==> config.mk <==
export PLATFORM = sky130hd
export DESIGN_NAME = fsk_bit_spreader
export DESIGN_NICKNAME = d
export VERILOG_FILES = /design/src/pkg/fsk_spreader_pkg.sv /design/src/rtl/bit_fifo.sv /design/src/rtl/fsk_bit_spreader.sv
export SDC_FILE = /design/constraint.sdc
export NUM_CORES = 1
export LEC_CHECK = 0
export CAP_MARGIN = 20
export CORE_MARGIN = 3
export CORE_UTILIZATION = 30
export DETAILED_ROUTE_END_ITERATION = 8
export DONT_BUFFER_PORTS = 1
export PLACE_DENSITY = 0.51
export SLEW_MARGIN = 10
export SYNTH_ARGS = -nofsm -noshare
export SYNTH_HDL_FRONTEND = slang
export SYNTH_HIERARCHICAL = 1
export SYNTH_SLANG_ARGS = --single-unit
export TNS_END_PERCENT = 5
==> constraint.sdc <==
create_clock -name i_clk_sys -period 5.5 [get_ports i_clk_sys]
set_input_delay 1.65 -clock i_clk_sys [delete_from_list [all_inputs] [get_ports i_clk_sys]]
set_output_delay 1.65 -clock i_clk_sys [all_outputs]
set_load 0.01 [all_outputs]
==> src/pkg/fsk_spreader_pkg.sv <==
`default_nettype none
package fsk_spreader_pkg;
  // ----------------------------------------
  // Widths and encodings
  // ----------------------------------------
  localparam int unsigned RATIO_W = 5;
  localparam int unsigned CNT_W = 4;
  localparam logic [4:0] RATIO_1 = 5'h01;
  localparam logic [4:0] RATIO_2 = 5'h02;
  localparam logic [4:0] RATIO_4 = 5'h04;
  localparam logic [4:0] RATIO_8 = 5'h08;
  localparam logic [4:0] RATIO_16 = 5'h10;
  localparam int unsigned FIFO_DEPTH = 4;
  // ----------------------------------------
  // Timing
  // ----------------------------------------
  localparam int unsigned CLK_PERIOD_PS = 8000;
  localparam int unsigned SWITCH_MAX_US = 500;
  localparam int unsigned SWITCH_CYCLES = (SWITCH_MAX_US * 1000000) / CLK_PERIOD_PS;
  localparam int unsigned SETTLE_CYCLES = 1000;
endpackage : fsk_spreader_pkg
`default_nettype wire

==> src/rtl/bit_fifo.sv <==
`timescale 1ns/1ps
`default_nettype none
module bit_fifo #(
  parameter int unsigned WIDTH = 2,
  parameter int unsigned DEPTH = 4
) (
  input wire logic i_clk_sys,
  input wire logic i_nrst,
  input wire logic i_in_valid,
  output logic o_in_ready,
  input wire logic [WIDTH-1:0] i_in_data,
  output logic o_out_valid,
  input wire logic i_out_ready,
  output logic [WIDTH-1:0] o_out_data
);
  localparam int unsigned AW = (DEPTH > 1) ? $clog2(DEPTH) : 1;
  logic [WIDTH-1:0] mem_q [DEPTH];
  logic [AW-1:0] wr_q;
  logic [AW-1:0] rd_q;
  logic [AW:0] cnt_q;
  logic push;
  logic pop;

  assign push = i_in_valid && o_in_ready;
  assign pop = o_out_valid && i_out_ready;
  assign o_in_ready = (cnt_q < (AW+1)'(DEPTH));
  assign o_out_valid = (cnt_q != '0);
  assign o_out_data = mem_q[rd_q];

  function automatic logic [AW-1:0] inc(input logic [AW-1:0] p);
    inc = (p == AW'(DEPTH - 1)) ? '0 : p + 1'b1;
  endfunction : inc

  always_ff @(posedge i_clk_sys) begin
    if (push) begin
      mem_q[wr_q] <= i_in_data;
    end
  end

  always_ff @(posedge i_clk_sys) begin
    if (!i_nrst) begin
      wr_q <= '0;
      rd_q <= '0;
      cnt_q <= '0;
    end else begin
      if (push) begin
        wr_q <= inc(wr_q);
      end
      if (pop) begin
        rd_q <= inc(rd_q);
      end
      cnt_q <= cnt_q + (AW+1)'(push) - (AW+1)'(pop);
    end
  end
endmodule : bit_fifo
`default_nettype wire

==> src/rtl/fsk_bit_spreader.sv <==
`timescale 1ns/1ps
`default_nettype none
module fsk_bit_spreader #(
  parameter int unsigned SWITCH_CYCLES = fsk_spreader_pkg::SWITCH_CYCLES,
  parameter int unsigned SETTLE_CYCLES = fsk_spreader_pkg::SETTLE_CYCLES,
  parameter int unsigned DEPTH = fsk_spreader_pkg::FIFO_DEPTH
) (
  input wire logic i_clk_sys,
  input wire logic i_nrst,
  input wire logic i_spreading_enable_attr,
  input wire logic [4:0] i_spreading_ratio_attr,
  input wire logic i_whitening_enable_attr,
  input wire logic i_bit_valid,
  output logic o_bit_ready,
  input wire logic i_bit,
  input wire logic i_bit_payload,
  input wire logic i_bit_last,
  input wire logic i_chip_tick,
  output logic o_chip_valid,
  output logic o_chip,
  output logic o_chip_last,
  output logic o_dev_positive,
  output logic o_whiten_active,
  input wire logic i_chan_change,
  output logic o_chan_ready
);
  // ----------------------------------------
  // Input buffer: {last, payload, bit}
  // ----------------------------------------
  logic f_valid;
  logic f_ready;
  logic [2:0] f_data;
  logic in_ready;
  logic bit_push;

  // Only a completed handshake may enter the buffer
  assign bit_push = i_bit_valid && o_bit_ready;

  bit_fifo #(.WIDTH(3), .DEPTH(DEPTH)) u_fifo (
    .i_clk_sys(i_clk_sys),
    .i_nrst(i_nrst),
    .i_in_valid(bit_push),
    .o_in_ready(in_ready),
    .i_in_data({i_bit_last, i_bit_payload, i_bit}),
    .o_out_valid(f_valid),
    .i_out_ready(f_ready),
    .o_out_data(f_data)
  );

  always_ff @(posedge i_clk_sys) begin
    if (!i_nrst) begin
      o_bit_ready <= 1'b0;
    end else begin
      // Quiet cycle after a push, so the room seen is never stale
      o_bit_ready <= in_ready && !bit_push;
    end
  end

  // ----------------------------------------
  // Frame settings
  // ----------------------------------------
  function automatic logic [4:0] legal_ratio(input logic [4:0] r);
    unique case (r)
      fsk_spreader_pkg::RATIO_1, fsk_spreader_pkg::RATIO_2, fsk_spreader_pkg::RATIO_4,
      fsk_spreader_pkg::RATIO_8, fsk_spreader_pkg::RATIO_16: legal_ratio = r;
      default: legal_ratio = fsk_spreader_pkg::RATIO_1;
    endcase
  endfunction : legal_ratio

  logic in_frame_q;
  logic spread_en_q;
  logic [4:0] ratio_q;
  logic [3:0] chip_idx_q;
  logic busy_q;
  logic cur_bit_q;
  logic cur_last_q;
  logic cur_whit_q;
  logic [4:0] eff_ratio;
  logic take;
  logic chip_fire;
  logic bit_done;

  assign eff_ratio = spread_en_q ? ratio_q : fsk_spreader_pkg::RATIO_1;
  assign chip_fire = busy_q && i_chip_tick && o_chan_ready;
  assign bit_done = chip_fire && ({1'b0, chip_idx_q} == eff_ratio - 5'h01);
  assign take = f_valid && (!busy_q || bit_done);
  assign f_ready = take;

  always_ff @(posedge i_clk_sys) begin
    if (!i_nrst) begin
      in_frame_q <= 1'b0;
      spread_en_q <= 1'b0;
      ratio_q <= fsk_spreader_pkg::RATIO_1;
    end else if (take && !in_frame_q) begin
      spread_en_q <= i_spreading_enable_attr;
      ratio_q <= legal_ratio(i_spreading_ratio_attr);
      in_frame_q <= !f_data[2];
    end else if (take && f_data[2]) begin
      in_frame_q <= 1'b0;
    end
  end

  // ----------------------------------------
  // Chip generator
  // ----------------------------------------
  // Whitening only tags payload chips; the scrambler sits downstream
  always_ff @(posedge i_clk_sys) begin
    if (!i_nrst) begin
      busy_q <= 1'b0;
      cur_bit_q <= 1'b0;
      cur_last_q <= 1'b0;
      cur_whit_q <= 1'b0;
      chip_idx_q <= '0;
    end else if (take) begin
      busy_q <= 1'b1;
      cur_bit_q <= f_data[0];
      cur_last_q <= f_data[2];
      cur_whit_q <= f_data[1] && i_whitening_enable_attr;
      chip_idx_q <= '0;
    end else if (bit_done) begin
      busy_q <= 1'b0;
    end else if (chip_fire) begin
      chip_idx_q <= chip_idx_q + 4'h1;
    end
  end

  always_ff @(posedge i_clk_sys) begin
    if (!i_nrst) begin
      o_chip_valid <= 1'b0;
      o_chip <= 1'b0;
      o_chip_last <= 1'b0;
      o_dev_positive <= 1'b0;
      o_whiten_active <= 1'b0;
    end else begin
      o_chip_valid <= chip_fire;
      if (chip_fire) begin
        // Flag moves with the chip, not with the next bit taken
        o_whiten_active <= cur_whit_q;
        o_chip <= cur_bit_q ^ chip_idx_q[0];
        o_dev_positive <= cur_bit_q ^ chip_idx_q[0];
        o_chip_last <= cur_last_q && bit_done;
      end
    end
  end

  // ----------------------------------------
  // Channel switch settling
  // ----------------------------------------
  // Settling shorter than the limit, so ready within the bound unless another change restarts it
  localparam int unsigned SET_W = $clog2(SETTLE_CYCLES + 1);
  logic [SET_W-1:0] settle_q;

  always_ff @(posedge i_clk_sys) begin
    if (!i_nrst) begin
      settle_q <= '0;
      o_chan_ready <= 1'b1;
    end else if (i_chan_change) begin
      settle_q <= SET_W'(SETTLE_CYCLES);
      o_chan_ready <= 1'b0;
    end else if (settle_q > SET_W'(1)) begin
      settle_q <= settle_q - SET_W'(1);
    end else begin
      settle_q <= '0;
      o_chan_ready <= 1'b1;
    end
  end

  // ----------------------------------------
  // Checks
  // ----------------------------------------
  logic [31:0] wait_q;
  always_ff @(posedge i_clk_sys) begin
    if (!i_nrst || o_chan_ready) begin
      wait_q <= '0;
    end else begin
      wait_q <= wait_q + 32'h0000_0001;
    end
  end

  a_chan_bound: assert property (@(posedge i_clk_sys) disable iff (!i_nrst)
    wait_q <= SWITCH_CYCLES) else $error("Channel switch exceeds limit");
  a_chip_pattern: assert property (@(posedge i_clk_sys) disable iff (!i_nrst)
    chip_fire |=> o_chip == ($past(cur_bit_q) ^ $past(chip_idx_q[0])))
    else $error("Chip pattern wrong");
  a_first_chip: assert property (@(posedge i_clk_sys) disable iff (!i_nrst)
    take |=> chip_idx_q == 4'h0) else $error("First chip not c0");
  a_ratio_legal: assert property (@(posedge i_clk_sys) disable iff (!i_nrst)
    ratio_q inside {5'h01, 5'h02, 5'h04, 5'h08, 5'h10}) else $error("Illegal ratio");
  a_no_spread: assert property (@(posedge i_clk_sys) disable iff (!i_nrst)
    (busy_q && !spread_en_q && chip_fire) |-> bit_done) else $error("Spread while off");
  a_dev_sign: assert property (@(posedge i_clk_sys) disable iff (!i_nrst)
    o_chip_valid |-> o_dev_positive == o_chip) else $error("Deviation sign wrong");
  a_hold_cfg: assert property (@(posedge i_clk_sys) disable iff (!i_nrst)
    in_frame_q |=> $stable(ratio_q) && $stable(spread_en_q)) else $error("Config moved");
  a_whiten_off: assert property (@(posedge i_clk_sys) disable iff (!i_nrst)
    (take && !i_whitening_enable_attr) |=> !cur_whit_q) else $error("Whitening while off");
  a_idx_range: assert property (@(posedge i_clk_sys) disable iff (!i_nrst)
    busy_q |-> {1'b0, chip_idx_q} < eff_ratio) else $error("Chip index overran");

  c_spread16: cover property (@(posedge i_clk_sys) bit_done && ratio_q == 5'h10 && spread_en_q);
  c_plain: cover property (@(posedge i_clk_sys) bit_done && !spread_en_q);
  c_switch: cover property (@(posedge i_clk_sys) $rose(o_chan_ready));
  c_full: cover property (@(posedge i_clk_sys) !in_ready);
endmodule : fsk_bit_spreader
`default_nettype wire

==> flow_summary.yaml <==
place:
  dp.cells: 334
  gp_congestion: 0.668
  hpwlAfterDp_um: 3110
  portBuffers: 0
  place_area_um2: 2570
hold_path:
  hold_depth: 2
  hold_class: "flop to flop"
status:
  status: "completed"
timing:
  worstMarginPinSlew_ns: 0.704
  setup_tns_ns: 0
  fin_skew_ns: 0.00544
  drv_slew: 0
  timing.final.crit_period_ns: 3.90
  finalHoldViolations: 0
  holdWs_ns: 0.466
  slew_headroom: 0.526
  rsz0062_at_grt: "false"
  finalSetupViolations: 0
  fmax_mhz: 256
  min_period_over_period: 0.710
worst_setup_path:
  crit_buf_inv: 3
  crit_path_start: "i_chip_tick"
  cp-end-kind: "flop"
  r2r-start: "ratio_q[0]"
  cp.required_ns: 5.70
  startpoint_type: "input pin"
  r2r_cells: 16
  cp_max_fo: 10
  r2r_end: "u_fifo/cnt_q[2]"
  crit_path_top_delay_cell: "o31a_1"
  slowest_delay_ns: 0.50
  crit_path_cell_trace: "and3_1, nand2_1, o31a_1, clkinv_8, o31ai_4, inv_1, ha_1, inv_1, ha_1, fa_1, xnor2_1, xnor2_1, and2_1"
  worstSetupPathDepth: 13
  critPathArrivalTime_ns: 4.10
  path_delay_family: "adder cells"
  worstSetupPathType: "input pin to flop"
  crit_end: "u_fifo/cnt_q[2]"
  rrSetupSlack_ns: 1.91
pwr:
  p_comb_frac: 0.279
  power_density_nw_per_um2: 410
  ir_drop_uv: 161
  p_int_uw: 753
  leakagePower_nw: 0.974
  finalPower_mw: 1.10
  clock_power_share: 0.259
  switchingPower_uw: 350
  power_frac_seq: 0.462
  switching_share: 0.317
logic_synthesis:
  ys_warn_count: 6
  synth_edf_count: 12
  avgSynthCellArea_um2: 10.3
  syn_inst: 240
  synth-main-ff-cell: "dfxtp_1"
  synthArstFlopShare: 0
  syn_area_um2: 2480
  synth_cell_type_count: 49
  ys_ff_latch: 52
  postSynthNetCount: 267
  yosysSeqAreaShare: 0.468
detailed_routing:
  antenna_left: 0
  firstDrtPassIters: 4
  drc_errors: 0
  dr_total_vias: 1617
  drtIter0Drc: 56
  routed_wl_um: 4230
  viasPerCell: 4.73
  wl_per_cell_um: 12.4
global_routing:
  grt_max_degree: 31
  overflow: 0
  grt_pass1_vias: 1560
  antenna_found_initial: 0
  grt_pass1_wl_um: 7380
  gr-usage-all-layers: 0.0953
cts:
  cts_buffers: 5
  hold_buffers: 0
  postCtsSetupRepairBufs: 0
  clock-sinks: 52
  clockBufferDepth: 2
  cts_tree: "done"
  clock_latency_ns: 0.30
  clk_pin_slew_ns: 0.09
  h-tree-depth: 2
  ctsResizeCount: 0
  cts_root_buf: "clkbuf_8"
floorplanning:
  die_w_um: 97.0
  fp-row-count: 32
  die_h_um: 97.0
  core_area_um2: 7890
  start_util: 0.315
  ios: 22
  dieArea_um2: 9410
run:
  cap_violations: 0
cells_and_area:
  stdcell_count: 342
  final_cell_mix: "40 x dfxtp_1, 18 x nand2_1, 18 x nor2_1"
  drive_gt1_frac: 0.0708
  final_common_cell: "dfxtp_1"
  layout.area.seq_um2: 1160
  design_area_um2: 2690
  diodes: 0
  multi_input_area_um2: 1220
  area_growth_pct: 8.46
  fillers: 791
  nNetsFinal: 266
## sequential cells by signal, summed over array words and instances (netlist names), named ones only
register         cells
o_chan_ready         1
ratio_q              5
chip_idx_q           4
o_whiten_active      1
settle_q            10
u_fifo/wr_q          2
in_frame_q           1
busy_q               1
o_chip_valid         1
u_fifo/cnt_q         3
o_dev_positive       1
cur_bit_q            1
u_fifo/rd_q          2
o_chip_last          1
spread_en_q          1
u_fifo/mem_q        12
cur_last_q           1
o_bit_ready          1
cur_whit_q           1
## area by class of cell
cell class                      instances  share of cell area
Multi-Input combinational cell        167               0.451
Sequential cell                        52               0.431
Tap cell                              102              0.0474
Clock buffer                            7              0.0362
Inverter                               13              0.0228
Clock inverter                          1              0.0111
## routing by layer
metal	global-route usage	part of all wire	wire (um)
met3	0.0252	0.026	112
met4	0.0421	0.017	72
met5	0	0	0
met2	0.153	0.47	1990
met1	0.120	0.49	2060
## worst register-to-register path, delay by kind of cell, from the launching register on
kind,cells,cell delay [ns]
adder cells (fa/ha/maj),4,1.06
AO/OA/AOI/OAI,4,1.02
flip-flops,1,0.42
XOR/XNOR,3,0.40
AND/OR/NAND/NOR,2,0.36
buffers and inverters,3,0.25
## how the worst min path moves through the flow
stage / startpoint / to / slack [ns]
6_report: settle_q[4] / settle_q[4] / 0.47
5_1_grt: settle_q[4] / settle_q[4] / 0.50
4_1_cts: settle_q[4] / settle_q[4] / 0.47
3_5_place_dp: settle_q[4] / settle_q[4] / 0.45
3_3_place_gp: settle_q[4] / settle_q[4] / 0.45
2_1_floorplan: settle_q[4] / settle_q[4] / 0.43
## cell families after synthesis
kind of cell               count (synthesis)  share of synthesized area
AOI/OAI and AO/OA                         44                      0.126
xor gates and xnor gates                  18                     0.0635
buffers and inverters                     21                     0.0428
adders and majority gates                 12                     0.0635
muxes                                      9                     0.0559
DFF                                       52                      0.468
and+or+nand+nor                           84                      0.181
## metrics by stage
stage               utilization  worst slack, ns
finish                    0.342             1.60
global route              0.342             1.40
CTS                       0.342             1.59
detailed placement        0.325             1.25
global placement          0.325             1.31
floorplan                     -             1.61
## power by group through the flow
stage | clock network (mW) | registers (mW) | logic (mW)
after global placement | 0 | 0.520 | 0.306
after floorplan | 0 | 0.502 | 0.286
after detailed placement | 0 | 0.519 | 0.312
after CTS | 0.298 | 0.511 | 0.313
after global routing | 0.312 | 0.520 | 0.354
final | 0.286 | 0.510 | 0.308
## synth_stat cells (2+ instances only)
cell,count,area (um2)
o21ai_0,17,85.1
and2_1,10,62.6
dfxtp_1,40,801
nor3b_1,2,15.0
buf_2,2,10.0
a21oi_1,6,30.0
mux2i_1,6,60.1
nand3b_1,2,15.0
o21a_1,2,15.0
inv_1,12,45.0
nand2_1,18,67.6
or3_1,2,12.5
o31a_1,2,17.5
mux4_1,3,78.8
clkbuf_1,3,11.3
nor4_1,4,25.0
xor2_1,6,52.6
or2_2,2,12.5
nand2b_1,4,25.0
a21boi_0,4,30.0
nor2b_1,5,31.3
nor3_1,3,15.0
nand3_1,5,25.0
ha_1,11,138
o211ai_1,5,37.5
nor2_1,18,67.6
o41ai_2,2,32.5
xnor2_1,12,105
edfxtp_1,12,360
No activity file was read; power rests on OpenSTA's default activity.
